`src/shared/ssx_defines.vh`:
```
`ifndef SSX_DEFINES_VH
`define SSX_DEFINES_VH
`define SSX_OP_SPECIAL 6'h00
`define SSX_OP_SYSCTL 6'h10
`define SSX_OP_STORE_WORD 6'h2B
`define SSX_OP_STORE_LEFT 6'h2A
`define SSX_FN_SRL_IMM 6'h02
`define SSX_FN_SRL_VAR 6'h06
`define SSX_FN_SUB_TRAP 6'h22
`define SSX_FN_SUB_NOTRAP 6'h23
`define SSX_FN_LIGHT_SLEEP 6'h21
`define SSX_FN_DEEP_SLEEP 6'h22
`define SSX_ZERO5 5'h00
`define SSX_LEM_OFS_HI 3'h4
`define SSX_LEM_OFS_LO 3'h0
`define SSX_EXC_NONE 3'h0
`define SSX_EXC_OVF 3'h1
`define SSX_EXC_ADDR 3'h2
`define SSX_EXC_CPU 3'h3
`define SSX_EXC_RSVD 3'h4
`define SSX_ADDR_IDX_MASK 3'h0
`define SSX_ADDR_IRQ_STAT 3'h1
`define SSX_ADDR_IRQ_CLR 3'h2
`define SSX_ADDR_IRQ_EN 3'h3
`define SSX_ADDR_MODE 3'h4
`define SSX_IRQ_BITS 4
`define SSX_IRQ_OVF 0
`define SSX_IRQ_ADDR 1
`define SSX_IRQ_CPU 2
`define SSX_IRQ_WAKE 3
`endif

```
`src/rtl/ssx_exec.v`:
```
`timescale 1ns/1ns
`include "ssx_defines.vh"

module ssx_exec (
    input wire i_clk_sys,
    input wire i_arst_n,
    input wire i_instr_valid,
    input wire [31:0] i_instr,
    input wire [63:0] i_src_a,
    input wire [63:0] i_src_b,
    input wire i_mode64,
    input wire i_system_control_major_op_usable,
    input wire [31:0] i_paddr,
    input wire i_user_byte_order_flip,
    input wire i_memory_big_order_flag,
    input wire i_processor_big_order_flag,
    input wire i_wb_done,
    input wire i_bus_idle,
    input wire i_irq,
    input wire i_nmi,
    input wire i_soft_reset,
    input wire i_cold_reset,
    input wire [2:0] i_reg_addr,
    input wire [31:0] i_reg_wdata,
    input wire i_reg_wr,
    input wire i_reg_rd,
    output reg o_wr_en,
    output reg [4:0] o_wr_dest,
    output reg [63:0] o_wr_data,
    output reg [2:0] o_exc_code,
    output reg o_exc_valid,
    output reg o_store_valid,
    output reg [63:0] o_store_vaddr,
    output reg [31:0] o_store_paddr,
    output reg [63:0] o_store_data,
    output reg [1:0] o_store_type,
    output reg o_core_clk_en,
    output reg o_bus_clk_en,
    output reg [31:0] o_reg_rdata,
    output reg o_irq
);

    localparam [3:0] ST_RUN = 4'h1;
    localparam [3:0] ST_WAIT = 4'h2;
    localparam [3:0] ST_STANDBY = 4'h4;
    localparam [3:0] ST_SUSPEND = 4'h8;

    wire [5:0] op = i_instr[31:26];
    wire [4:0] f_rs = i_instr[25:21];
    wire [4:0] f_rt = i_instr[20:16];
    wire [4:0] f_rd = i_instr[15:11];
    wire [4:0] f_sa = i_instr[10:6];
    wire [5:0] fn = i_instr[5:0];
    wire [63:0] off_sx = {{48{i_instr[15]}}, i_instr[15:0]};

    // Shared by both right shifts and the subtracts
    function [63:0] sx32;
        input [31:0] v;
        input m64;
        begin
            sx32 = m64 ? {{32{v[31]}}, v} : {32'h0000_0000, v};
        end
    endfunction

    // Synchronised wake sources, pins from outside this clock
    reg [3:0] wake_s1_reg;
    reg [3:0] wake_s2_reg;
    always @(posedge i_clk_sys or negedge i_arst_n) begin
        if (!i_arst_n) begin
            wake_s1_reg <= 4'h0;
            wake_s2_reg <= 4'h0;
        end else begin
            wake_s1_reg <= {i_irq, i_nmi, i_soft_reset, i_cold_reset};
            wake_s2_reg <= wake_s1_reg;
        end
    end
    wire wake = |wake_s2_reg;

    reg [3:0] state_reg;
    reg [3:0] state_next;
    reg deep_reg;
    reg deep_next;

    // Decode
    wire is_special = (op == `SSX_OP_SPECIAL);
    wire is_srl = is_special && (fn == `SSX_FN_SRL_IMM) && (f_rs == `SSX_ZERO5);
    wire is_shift_right_logical_var = is_special && (fn == `SSX_FN_SRL_VAR) && (f_sa == `SSX_ZERO5);
    wire is_sub = is_special && (fn == `SSX_FN_SUB_TRAP) && (f_sa == `SSX_ZERO5);
    wire is_minus_no_trap = is_special && (fn == `SSX_FN_SUB_NOTRAP) && (f_sa == `SSX_ZERO5);
    wire is_sys = (op == `SSX_OP_SYSCTL) && i_instr[25];
    wire is_light = is_sys && (fn == `SSX_FN_LIGHT_SLEEP);
    wire is_deep = is_sys && (fn == `SSX_FN_DEEP_SLEEP);
    wire is_sw = (op == `SSX_OP_STORE_WORD);
    wire is_swl = (op == `SSX_OP_STORE_LEFT);

    // Arithmetic
    wire [4:0] sh_amt = is_shift_right_logical_var ? i_src_a[4:0] : f_sa;
    wire [31:0] sh_res = i_src_b[31:0] >> sh_amt;
    wire [31:0] diff = i_src_a[31:0] - i_src_b[31:0];
    wire [31:0] nb = ~i_src_b[31:0];
    wire [31:0] low_sum = {1'b0, i_src_a[30:0]} + {1'b0, nb[30:0]} + 32'h0000_0001;
    wire c30 = low_sum[31];
    wire c31 = (i_src_a[31] & nb[31]) | (c30 & (i_src_a[31] ^ nb[31]));
    wire ovf = c30 ^ c31;

    // Stores
    wire [63:0] vaddr = i_src_a + off_sx;
    wire [1:0] byte_idx = vaddr[1:0] ^ {2{i_processor_big_order_flag}};
    wire [2:0] pa_flip = i_paddr[2:0] ^ {3{i_user_byte_order_flip}};
    wire [1:0] pa_low = i_memory_big_order_flag ? pa_flip[1:0] : 2'h0;
    wire hi_word = vaddr[2] ^ i_processor_big_order_flag;
    wire [4:0] swl_sh = {~byte_idx, 3'h0};
    wire [31:0] swl_word = i_src_b[31:0] >> swl_sh;

    // Status, enable registers
    reg [`SSX_IRQ_BITS-1:0] stat_reg;
    reg [`SSX_IRQ_BITS-1:0] en_reg;
    reg [`SSX_IRQ_BITS-1:0] evt;
    wire run = (state_reg == ST_RUN);
    wire fire = i_instr_valid && run;

    always @* begin
        evt = {`SSX_IRQ_BITS{1'b0}};
        if (fire && is_sub && ovf) begin
            evt[`SSX_IRQ_OVF] = 1'b1;
        end
        if (fire && is_sw && (vaddr[1:0] != 2'h0)) begin
            evt[`SSX_IRQ_ADDR] = 1'b1;
        end
        if (fire && (is_light || is_deep) && !i_system_control_major_op_usable) begin
            evt[`SSX_IRQ_CPU] = 1'b1;
        end
        if ((state_reg == ST_STANDBY || state_reg == ST_SUSPEND) && wake) begin
            evt[`SSX_IRQ_WAKE] = 1'b1;
        end
    end

    always @* begin
        state_next = state_reg;
        deep_next = deep_reg;
        case (state_reg)
            ST_RUN: begin
                if (fire && (is_light || is_deep) && i_system_control_major_op_usable) begin
                    state_next = ST_WAIT;
                    deep_next = is_deep;
                end
            end
            ST_WAIT: begin
                // Wait for writeback to finish and bus to drain
                if (wake) begin
                    state_next = ST_RUN;
                end else if (i_wb_done && i_bus_idle) begin
                    state_next = deep_reg ? ST_SUSPEND : ST_STANDBY;
                end
            end
            ST_STANDBY: begin
                if (wake) begin
                    state_next = ST_RUN;
                end
            end
            ST_SUSPEND: begin
                if (wake) begin
                    state_next = ST_RUN;
                end
            end
            default: begin
                state_next = ST_RUN;
            end
        endcase
    end

    always @(posedge i_clk_sys or negedge i_arst_n) begin
        if (!i_arst_n) begin
            state_reg <= ST_RUN;
            deep_reg <= 1'b0;
            o_core_clk_en <= 1'b1;
            o_bus_clk_en <= 1'b1;
        end else begin
            state_reg <= state_next;
            deep_reg <= deep_next;
            // Only core gated in standby; bus clock too in suspend
            o_core_clk_en <= !(state_next == ST_STANDBY || state_next == ST_SUSPEND);
            o_bus_clk_en <= (state_next != ST_SUSPEND);
        end
    end

    // Execute
    always @(posedge i_clk_sys or negedge i_arst_n) begin
        if (!i_arst_n) begin
            o_wr_en <= 1'b0;
            o_wr_dest <= 5'h00;
            o_wr_data <= 64'h0000_0000_0000_0000;
            o_exc_valid <= 1'b0;
            o_exc_code <= `SSX_EXC_NONE;
            o_store_valid <= 1'b0;
            o_store_vaddr <= 64'h0000_0000_0000_0000;
            o_store_paddr <= 32'h0000_0000;
            o_store_data <= 64'h0000_0000_0000_0000;
            o_store_type <= 2'h0;
        end else begin
            o_wr_en <= 1'b0;
            o_exc_valid <= 1'b0;
            o_exc_code <= `SSX_EXC_NONE;
            o_store_valid <= 1'b0;
            if (fire) begin
                if (is_srl || is_shift_right_logical_var) begin
                    o_wr_en <= 1'b1;
                    o_wr_dest <= f_rd;
                    o_wr_data <= sx32(sh_res, i_mode64);
                end else if (is_sub) begin
                    if (ovf) begin
                        o_exc_valid <= 1'b1;
                        o_exc_code <= `SSX_EXC_OVF;
                    end else begin
                        o_wr_en <= 1'b1;
                        o_wr_dest <= f_rd;
                        o_wr_data <= sx32(diff, i_mode64);
                    end
                end else if (is_minus_no_trap) begin
                    o_wr_en <= 1'b1;
                    o_wr_dest <= f_rd;
                    o_wr_data <= sx32(diff, i_mode64);
                end else if (is_sw) begin
                    if (vaddr[1:0] != 2'h0) begin
                        o_exc_valid <= 1'b1;
                        o_exc_code <= `SSX_EXC_ADDR;
                    end else begin
                        o_store_valid <= 1'b1;
                        o_store_vaddr <= vaddr;
                        o_store_paddr <= i_paddr;
                        o_store_type <= 2'h3;
                        o_store_data <= vaddr[2] ? {i_src_b[31:0], 32'h0000_0000}
                                                 : {32'h0000_0000, i_src_b[31:0]};
                    end
                end else if (is_swl) begin
                    // No alignment check at all here
                    o_store_valid <= 1'b1;
                    o_store_vaddr <= vaddr;
                    o_store_type <= byte_idx;
                    o_store_paddr <= {i_paddr[31:3], pa_flip[2], pa_low};
                    o_store_data <= hi_word ? {swl_word, 32'h0000_0000}
                                            : {32'h0000_0000, swl_word};
                end else if ((is_light || is_deep) && !i_system_control_major_op_usable) begin
                    o_exc_valid <= 1'b1;
                    o_exc_code <= `SSX_EXC_CPU;
                end else if (!(is_light || is_deep)) begin
                    o_exc_valid <= 1'b1;
                    o_exc_code <= `SSX_EXC_RSVD;
                end
            end
        end
    end

    // Register port; set beats clear so no event is lost
    always @(posedge i_clk_sys or negedge i_arst_n) begin
        if (!i_arst_n) begin
            stat_reg <= {`SSX_IRQ_BITS{1'b0}};
            en_reg <= {`SSX_IRQ_BITS{1'b0}};
            o_reg_rdata <= 32'h0000_0000;
            o_irq <= 1'b0;
        end else begin
            if (i_reg_wr && i_reg_addr == `SSX_ADDR_IRQ_CLR) begin
                stat_reg <= (stat_reg & ~i_reg_wdata[`SSX_IRQ_BITS-1:0]) | evt;
            end else begin
                stat_reg <= stat_reg | evt;
            end
            if (i_reg_wr && i_reg_addr == `SSX_ADDR_IRQ_EN) begin
                en_reg <= i_reg_wdata[`SSX_IRQ_BITS-1:0];
            end
            o_irq <= |((stat_reg | evt) & en_reg);
            o_reg_rdata <= 32'h0000_0000;
            if (i_reg_rd) begin
                if (i_reg_addr == `SSX_ADDR_IRQ_STAT) begin
                    o_reg_rdata <= {28'h000_0000, stat_reg};
                end else if (i_reg_addr == `SSX_ADDR_IRQ_EN) begin
                    o_reg_rdata <= {28'h000_0000, en_reg};
                end else if (i_reg_addr == `SSX_ADDR_MODE) begin
                    o_reg_rdata <= {27'h000_0000, deep_reg, state_reg};
                end
            end
        end
    end

endmodule

```
`config.mk`:
```
export PLATFORM = sky130hd
export DESIGN_NAME = ssx_exec
export DESIGN_NICKNAME = d
export VERILOG_FILES = /design/src/rtl/ssx_exec.v
export VERILOG_INCLUDE_DIRS = /design/src /design/src/shared
export SDC_FILE = /design/constraint.sdc
export NUM_CORES = 1
export LEC_CHECK = 0
export BUFFER_PORTS_ARGS = -buffer_cell sky130_fd_sc_hd__clkbuf_2
export CAP_MARGIN = 20
export CORE_AREA = 2 2 203 205
export DETAILED_ROUTE_END_ITERATION = 16
export DIE_AREA = 0 0 205 207
export GPL_TIMING_DRIVEN = 0
export PLACE_DENSITY = 0.7
export SETUP_SLACK_MARGIN = 0.2
export SKIP_LAST_GASP = 1
export SLEW_MARGIN = 20
export SYNTH_ARGS = -nofsm -noshare
export SYNTH_HDL_FRONTEND = slang
export SYNTH_SLANG_ARGS = --single-unit
```
`constraint.sdc`:
```
create_clock -name i_clk_sys -period 6 [get_ports i_clk_sys]
set_input_delay 1.2 -clock i_clk_sys [delete_from_list [all_inputs] [get_ports i_clk_sys]]
set_output_delay 1.2 -clock i_clk_sys [all_outputs]
set_load 0.01 [all_outputs]
```
==> run summary, run 1 <==
• 0 — Post-CTS Setup Bufs
• i_src_b[16] — crit path from
• 0.0116 ns — clock skew after layout
• register to register — Hold Crit Class
• complete, no violations — run status
• compound AO/OA/AOI/OAI gates — main combinational cell family by area after synthesis
• 6.90% — arithmetic-cell share of the synthesized area counting full adders, half adders and majority gates
• 0 — count of final max-slew check failures
• 22.8 um — Wirelength per Cell
• sky130_fd_sc_hd__dfrtp_1 — top_reg_cell synth
• 3204 — count of placed standard cells including taps
• 18169 — via count of the first global-routing pass
• 0.57 ns — clock latency reported for the late side of the worst-skew pair
• 24.5% — tightest slew margin relative to the limit
• 23.2% — proportion of layout cells with a drive suffix above 1
• 3 — buffers from clock root to sink, at most
• 17900 sq um — synthesized cell area
• 0 — Post-route DRC
• o_wr_data[62]$_DFFE_PN0P_ — capture point of the critical path
• 3042 — number of nets in the layout
• 0 — final number of setup-violating endpoints
• no — unrepaired setup endpoints after global routing
• 110000 um — global-route wire length before repair
• 8 — antenna violations before repair
• sky130_fd_sc_hd__a31oi_1 — cell at the slowest stage of the critical path
• 60400 um — total half-perimeter wirelength after legalization and detailed placement
• register — Setup crit end kind
• wake_s1_reg[0]$_DFF_PN0_ — hold path startpoint
• input port — Startpoint Class
• 205 um — overall die width
• 40400 sq um — placeable core area
• 515 — ports placed on the boundary
• 4.30% — XOR/XNOR Fraction of Synth Area
• input port to register — kind of critical path
• 421 — number of buffers added on ports
• 6.51 ns — data required time of the worst path
• o_store_paddr[30]$_DFFE_PN0P_ — worst r2r dst
• clkbuf_2 > inv_1 > ha_1 > clkbuf_1 > nand4_1 > nor3b_1 > nor2_1 > a31oi_1 > and3_1 > nor2_1 > fa_1 > a2111o_1 > a41oi_2 > nand2b_1 > buf_2 > buf_2 > nand2_1 > nand2_1 — cell breakdown of the critical path
• 74 — Site Rows
• 32.8% — share of the yosys chip area belonging to registers
• 235 — CTS Sinks
• state_reg[1]$_DFF_PN0_ — worst reg2reg path startpoint
• 0 — count of warnings emitted by yosys
• 0 — GR Overflow Total
• 0 — antenna-violating nets left
• 1.10 ns — slew at the pin closest to its max-slew limit
• 11 — number of cells on the worst reg-to-reg path
• 33.9% — total routing usage reported by global routing
• sky130_fd_sc_hd__clkbuf_16 — clock tree root driver cell
• 44.4% — initial core utilization
• 3263 — final cell count without fillers
• 0.06 ns — Worst-path clk slew
• 0.348 ns — Final Hold Slack
• 74500 um — Final Routed Wirelength
• 19.2% — Synth Area in Simple Gates
• 2223 — number of instances in the synthesized netlist
• 8.06 sq um — synthesized area per cell
• 5.91 — drt via density
• 93 — library cells used by synthesis
• 0.46 ns — max incr delay on CP
• 25.5% — complex-gate fraction of the synthesized area
• 0 — hold violation count in the final report
• 10 — Max Fanout on Critical Path
• 5.40 ns — crit path time final
• 0 — number of synthesized flops with an enable pin
• 235 — flops & latches, synth
• 82 — maximum number of pins on one net before global-route repair
• 0.185 GHz — achievable frequency
• o_store_data (64), o_store_vaddr (64), o_wr_data (33) — largest registers
• 5.91 ns — arrival time at the worst endpoint
• 0.000208 V — maximum vdd drop
• 42400 sq um — full die area
• 1629 — detailed router's first-iteration violation count
• 27 — cts bufs inserted
• 19273 — vias after detailed routing
• done — CTS tree
• 4.42% — share of cell area taken by muxes after synthesis
• 248 nW/um^2 — areal power density over the cells
• 89.9% — Period Utilization, post-route
• 1 — Clock H-tree levels
• 6 — drt pass-1 iters
• 207 um — Die Height
• 0 — quantity of hold-fixing buffers added after cts
• 100% — fraction of synthesis flops using an asynchronous set or reset pin
• 21.8% — area grow syn2layout
• 1.03 — final weighted congestion of routability-driven global placement
• 0 — number of gates resized after cts
• 0 — number of max-cap violations
• 2.76 ns — setup slack, reg-to-reg
• 10.8 nW — P_leak
where the power goes:
group	switching, mW	internal (mW)
sequential	0.113	1.78
clock	0.706	1.05
combinational	1.12	0.644
total	1.94	3.47
cell usage after synthesis, types with 7 or more instances:
library cell	number	area (sq um)
sky130_fd_sc_hd__o21a_1	20	150
sky130_fd_sc_hd__and2_1	8	50.1
sky130_fd_sc_hd__a21o_1	50	375
sky130_fd_sc_hd__a31o_2	9	78.8
sky130_fd_sc_hd__inv_1	63	236
sky130_fd_sc_hd__o21ai_0	232	1160
sky130_fd_sc_hd__buf_4	76	571
sky130_fd_sc_hd__ha_1	94	1180
sky130_fd_sc_hd__clkbuf_1	70	263
sky130_fd_sc_hd__or3_1	7	43.8
sky130_fd_sc_hd__a22o_1	8	70.1
sky130_fd_sc_hd__a21oi_1	146	731
sky130_fd_sc_hd__nor3b_1	7	52.6
sky130_fd_sc_hd__a211oi_1	23	173
sky130_fd_sc_hd__mux2i_1	51	510
sky130_fd_sc_hd__xor2_1	39	342
sky130_fd_sc_hd__o21bai_1	9	67.6
sky130_fd_sc_hd__nand3_1	35	175
sky130_fd_sc_hd__buf_2	26	130
sky130_fd_sc_hd__nor2b_1	9	56.3
sky130_fd_sc_hd__o21ai_1	14	70.1
sky130_fd_sc_hd__xnor2_1	49	429
sky130_fd_sc_hd__nand4_1	34	213
sky130_fd_sc_hd__and3_1	16	100
sky130_fd_sc_hd__o31ai_1	7	52.6
sky130_fd_sc_hd__a211o_1	7	61.3
sky130_fd_sc_hd__mux2_2	17	191
sky130_fd_sc_hd__nor2_1	148	556
sky130_fd_sc_hd__nand2b_1	15	93.8
sky130_fd_sc_hd__o22ai_1	10	62.6
sky130_fd_sc_hd__nand2_1	415	1560
sky130_fd_sc_hd__o211ai_1	23	173
sky130_fd_sc_hd__or2_2	9	56.3
sky130_fd_sc_hd__a22oi_1	59	443
sky130_fd_sc_hd__nor3_1	40	200
sky130_fd_sc_hd__dfrtp_1	232	5810
sky130_fd_sc_hd__a31oi_1	17	106
sky130_fd_sc_hd__a21boi_0	8	60.1
cell usage in the layout (no fill, tap or decap), types with 14 or more instances in the layout:
cell type and instances:
sky130_fd_sc_hd__clkbuf_2 419, sky130_fd_sc_hd__nand2_1 415, sky130_fd_sc_hd__o21ai_0 232, sky130_fd_sc_hd__dfrtp_1 232
sky130_fd_sc_hd__nor2_1 148, sky130_fd_sc_hd__a21oi_1 146, sky130_fd_sc_hd__ha_1 94, sky130_fd_sc_hd__buf_4 76
sky130_fd_sc_hd__clkbuf_1 74, sky130_fd_sc_hd__inv_1 63, sky130_fd_sc_hd__a22oi_1 59, sky130_fd_sc_hd__mux2i_1 51
sky130_fd_sc_hd__a21o_1 50, sky130_fd_sc_hd__xnor2_1 49, sky130_fd_sc_hd__nor3_1 40, sky130_fd_sc_hd__xor2_1 39
sky130_fd_sc_hd__nand3_1 35, sky130_fd_sc_hd__nand4_1 34, sky130_fd_sc_hd__buf_2 27, sky130_fd_sc_hd__conb_1 27
sky130_fd_sc_hd__clkbuf_16 27, sky130_fd_sc_hd__o211ai_1 23, sky130_fd_sc_hd__a211oi_1 23, sky130_fd_sc_hd__o21a_1 20
sky130_fd_sc_hd__a31oi_1 17, sky130_fd_sc_hd__mux2_2 17, sky130_fd_sc_hd__and3_1 16, sky130_fd_sc_hd__nand2b_1 15
sky130_fd_sc_hd__o21ai_1 14
final cells by class:
type | instances | area (sq um)
clock buffers | 35 | 746
well taps | 532 | 666
inverters | 64 | 240
multi-input cells | 1775 | 10900
fillers | 3905 | 18500
diodes | 10 | 25.0
flip-flops and latches | 235 | 5880
clock inverters | 13 | 193
repair buffers | 424 | 2180
plain buffers | 175 | 982
metal layers:
layer  part of all wire (%)  routed length [um]  track usage [%]
met1                     42               31200             45.9
met2                     44               32900             52.1
met3                     10                7470             8.10
met4                    4.0                2950             13.8
met5                  0.017                  13                0
logic make-up (layout without fill, tap and decap cells):
kind of cell,count (synthesis),after routing
other,1,37
adders and majority gates,97,97
and+or+nand+nor,774,774
muxes,72,72
DFF,235,235
AOI/OAI and AO/OA,717,717
xor gates and xnor gates,88,88
buffers and inverters,239,711
through the flow:
step | utilization (%) | power (mW) | TNS (ns) | setup WS [ns] | area, sq um
after floorplan | - | 2.93 | 0 | 1.49 | 18000
after global placement | 51.5 | 3.62 | -203.40 | -0.909 | 20800
after detailed placement | 51.7 | 3.64 | 0 | 0.161 | 20900
after CTS | 54.0 | 5.41 | 0 | 0.736 | 21800
after global routing | 54.0 | 5.69 | 0 | 0.352 | 21800
final | 54.1 | 5.42 | 0 | 0.604 | 21800
worst min path at each step:
stage | to | slack (ns) | cells past startpoint
finish | wake_s2_reg[0]$_DFF_PN0_ | 0.35 | 0
global route | wake_s2_reg[2]$_DFF_PN0_ | 0.36 | 0
CTS | wake_s2_reg[0]$_DFF_PN0_ | 0.35 | 0
detailed placement | wake_s2_reg[0]$_DFF_PN0_ | 0.33 | 0
global placement | wake_s2_reg[2]$_DFF_PN0_ | 0.34 | 0
floorplan | wake_s2_reg[0]$_DFF_PN0_ | 0.33 | 0
worst max-delay path: cells and delay by family:
| family | cells | cell delay (ns) |
|---|---|---|
| AND/OR/NAND/NOR | 8 | 1.29 |
| adder cells (fa/ha/maj) | 2 | 0.78 |
| buffers and inverters | 5 | 1.30 |
| AO/OA/AOI/OAI | 3 | 1.31 |
No activity file was read; power rests on OpenSTA's default activity.
==> run 2, diff against run 1 <==
--- a/config.mk
+++ b/config.mk
@@ -9,9 +9,9 @@
 export BUFFER_PORTS_ARGS = -buffer_cell sky130_fd_sc_hd__clkbuf_2
 export CAP_MARGIN = 20
-export CORE_AREA = 2 2 203 205
+export CORE_AREA = 2 2 198 200
 export DETAILED_ROUTE_END_ITERATION = 16
-export DIE_AREA = 0 0 205 207
+export DIE_AREA = 0 0 200 202
 export GPL_TIMING_DRIVEN = 0
-export PLACE_DENSITY = 0.7
+export PLACE_DENSITY = 0.74
 export SETUP_SLACK_MARGIN = 0.2
 export SKIP_LAST_GASP = 1
==> constraint.sdc (replaced) <==
create_clock -name i_clk_sys -period 6 [get_ports i_clk_sys]
set_input_delay 0.6 -clock i_clk_sys [delete_from_list [all_inputs] [get_ports i_clk_sys]]
set_output_delay 0.6 -clock i_clk_sys [all_outputs]
set_load 0.01 [all_outputs]
==> run 2 against run 1 <==
Hold slack worse by 0.34 ns. Largest cell class unchanged. Cell count is 0.52% lower. Via count is 0.15% higher. Register-to-register slack worse by 0.13 ns. Wire length is 1.5% lower. First-iteration DRC count is 4.9% higher. Sequential power hardly changed. Setup slack better by 0.51 ns. Critical path type unchanged. Clock power is 7% lower. Flip-flop and latch count stayed put. Cell area is 0.41% lower. Count of clock-buffer cells in the layout is 3 lower.
==> run summary, run 2 (same netlist as run 1, synthesis figures left out) <==
• 1.06 — final weighted congestion of routability-driven global placement, +3.2%
• 22.6 um — Wirelength per Cell, -1.0%
• 5.95 — drt via density, +0.67%
• 59300 um — total half-perimeter wirelength after legalization and detailed placement, -1.9%
• 23.3% — proportion of layout cells with a drive suffix above 1, +0.045 points
• 0 — quantity of hold-fixing buffers added after cts, unchanged
• 73400 um — Final Routed Wirelength, -1.5%
• 1.11 ns — slew at the pin closest to its max-slew limit, +0.00521 ns
• 0.779 ns — Post-Place Setup Slack, +0.618 ns
• 419 x sky130_fd_sc_hd__clkbuf_2, 415 x sky130_fd_sc_hd__nand2_1, 232 x sky130_fd_sc_hd__o21ai_0, 232 x sky130_fd_sc_hd__dfrtp_1, 148 x sky130_fd_sc_hd__nor2_1 — most frequent cells in the layout
• 0.48 ns — max incr delay on CP, +0.02 ns
• clkbuf_2 > inv_1 > ha_1 > clkbuf_1 > nand4_1 > nor3b_1 > nor2_1 > a31oi_1 > and3_1 > nor2_1 > fa_1 > nor2b_1 > mux2i_1 > a41oi_2 > nor2_1 > buf_2 > buf_2 > nand2_1 > nand2_1 — cell breakdown of the critical path
• 2.63 ns — setup slack, reg-to-reg, -0.13 ns
• 35.2% — total routing usage reported by global routing, +1.3 points
• 11 — number of cells on the worst reg-to-reg path, unchanged
• o_store_paddr[30]$_DFFE_PN0P_ — worst r2r dst
• 244 nW/um^2 — areal power density over the cells, -1.8%
• 0 — Post-CTS Setup Bufs, unchanged
• 202 um — Die Height, -2.4%
• 10.8 nW — P_leak, -0.33%
• 10 — Max Fanout on Critical Path, unchanged
• sky130_fd_sc_hd__clkbuf_16 — clock tree root driver cell
• 12 — antenna violations before repair, +4
• 4.89 ns — crit path time final, -0.505 ns
• 1 — Clock H-tree levels, unchanged
• no — unrepaired setup endpoints after global routing
• 72 — Site Rows, -2.7%
• 26 — cts bufs inserted, -3.7%
• o_store_data (64), o_store_vaddr (64), o_wr_data (33) — largest registers
• 200 um — overall die width, -2.4%
• 1.11 ns — post-layout worst setup margin, +0.505 ns
• 46.8% — initial core utilization, +2.4 points
• 19302 — vias after detailed routing, +0.15%
• 0.57 ns — clock latency reported for the late side of the worst-skew pair, about the same
• simple AND/OR/NAND/NOR gates — CP top delay family
• 3190 — count of placed standard cells including taps, -0.44%
• 0.0215 ns — clock skew after layout, +0.00989 ns
• 81.5% — Period Utilization, post-route, -8.4 points
• 18328 — via count of the first global-routing pass, +0.88%
• 421 — number of buffers added on ports, unchanged
• input port — Startpoint Class
• 0 ns — sum of negative setup slack, unchanged
• 0 — antenna-violating nets left, unchanged
• 0 — number of max-cap violations, unchanged
• input port to register — kind of critical path
• 0.000206 V — maximum vdd drop, -1.1%
• 0.07 ns — Worst-path clk slew, about the same
• 3619 — Fill cells, -7.3%
• 21.3% — area grow syn2layout
• 6.49 ns — data required time of the worst path, -0.02 ns
• input port to asynchronous set/reset pin — Hold Crit Class
• 0 — hold violation count in the final report, unchanged
• sky130_fd_sc_hd__a31oi_1 — cell at the slowest stage of the critical path
• 3040 — number of nets in the layout, -0.066%
• sky130_fd_sc_hd__clkbuf_2 — most common cell after layout, fill and taps aside
• 0 — count of final max-slew check failures, unchanged
• 7 — drt pass-1 iters, +1
• 3 — buffers from clock root to sink, at most, unchanged
• 5.30 mW — overall power of the completed layout, -2.2%
• sky130_fd_sc_hd__nor2_1 — most frequent CP cell
• 0.204 GHz — achievable frequency, +10%
• 0 — GR Overflow Total, unchanged
• 26.1% — tightest slew margin relative to the limit, +1.6 points
• 0 — final number of setup-violating endpoints, unchanged
• 83 — maximum number of pins on one net before global-route repair, +1.2%
• complete, no violations — run status
• 0 — Post-route DRC, unchanged
• 40400 sq um — full die area, -4.8%
• done — CTS tree
• 5 — Buf+Inv Stages, Crit Path, unchanged
• state_reg[1]$_DFF_PN0_ — worst reg2reg path startpoint
• register — Setup crit end kind
• 0 — number of gates resized after cts, unchanged
• 235 — CTS Sinks, unchanged
• 515 — ports placed on the boundary, unchanged
• 108000 um — global-route wire length before repair, -1.7%
• 38300 sq um — placeable core area, -5.2%
• 1709 — detailed router's first-iteration violation count, +4.9%
• 5.38 ns — arrival time at the worst endpoint, -0.53 ns
• 3246 — final cell count without fillers, -0.52%
[run 2: worst reg2reg max path: cells and delay by family (launching register included)]
family                 cells  cell delay, ns
DFF                        1            0.46
and+or+nand+nor            7            1.83
buffers and inverters      4            1.03
[run 2: how the worst max path moves through the flow]
stage	start	endpoint	slack (ns)	cells after the start
global placement	i_arst_n	o_reg_rdata[2]$_DFF_PN0_	-0.33	1
detailed placement	i_src_b[16]	o_wr_data[62]$_DFFE_PN0P_	0.78	18
CTS	i_src_b[16]	o_wr_data[62]$_DFFE_PN0P_	1.35	18
finish	i_src_b[16]	o_wr_dest[4]$_DFFE_PN0P_	1.11	19
floorplan	i_src_b[16]	o_wr_data[62]$_DFFE_PN0P_	2.09	17
global route	i_src_b[16]	o_wr_data[62]$_DFFE_PN0P_	0.93	18
[run 2: layer usage]
| metal | global-route usage, % | vias to the layer above | part of all wire, % |
|---|---|---|---|
| met1 | 48.3 | 9240 | 42 |
| li1 | - | 8912 | - |
| met3 | 6.39 | 190 | 9.1 |
| met2 | 54.1 | 952 | 43 |
| met4 | 16.0 | 8 | 4.8 |
| met5 | 0 | - | 0.093 |
[run 2: layout make-up]
class / count / area (sq um) / share of cell area [%]
multi-input cells: 1775 / 10900 / 50.2
inverters: 64 / 240 / 1.11
flip-flops and latches: 235 / 5880 / 27.1
clock buffers: 32 / 713 / 3.28
repair buffers: 423 / 2170 / 10.0
diodes: 8 / 20.0 / 0.0921
well taps: 518 / 648 / 2.98
plain buffers: 175 / 982 / 4.52
clock inverters: 16 / 164 / 0.754
[run 2: power breakdown]
group / switching (mW) / internal (mW)
sequential: 0.115 / 1.78
clock: 0.702 / 0.938
combinational: 1.12 / 0.645
[run 2: metrics by stage]
step | instance area [sq um] | util, % | hold WS [ns]
finish | 21700 | 56.8 | 0.00280
global route | 21700 | 56.8 | 0.0680
CTS | 21700 | 56.7 | 0.0373
detailed placement | 20800 | 54.4 | 0.335
global placement | 20800 | 54.3 | 0.334
floorplan | 18000 | - | 0.304
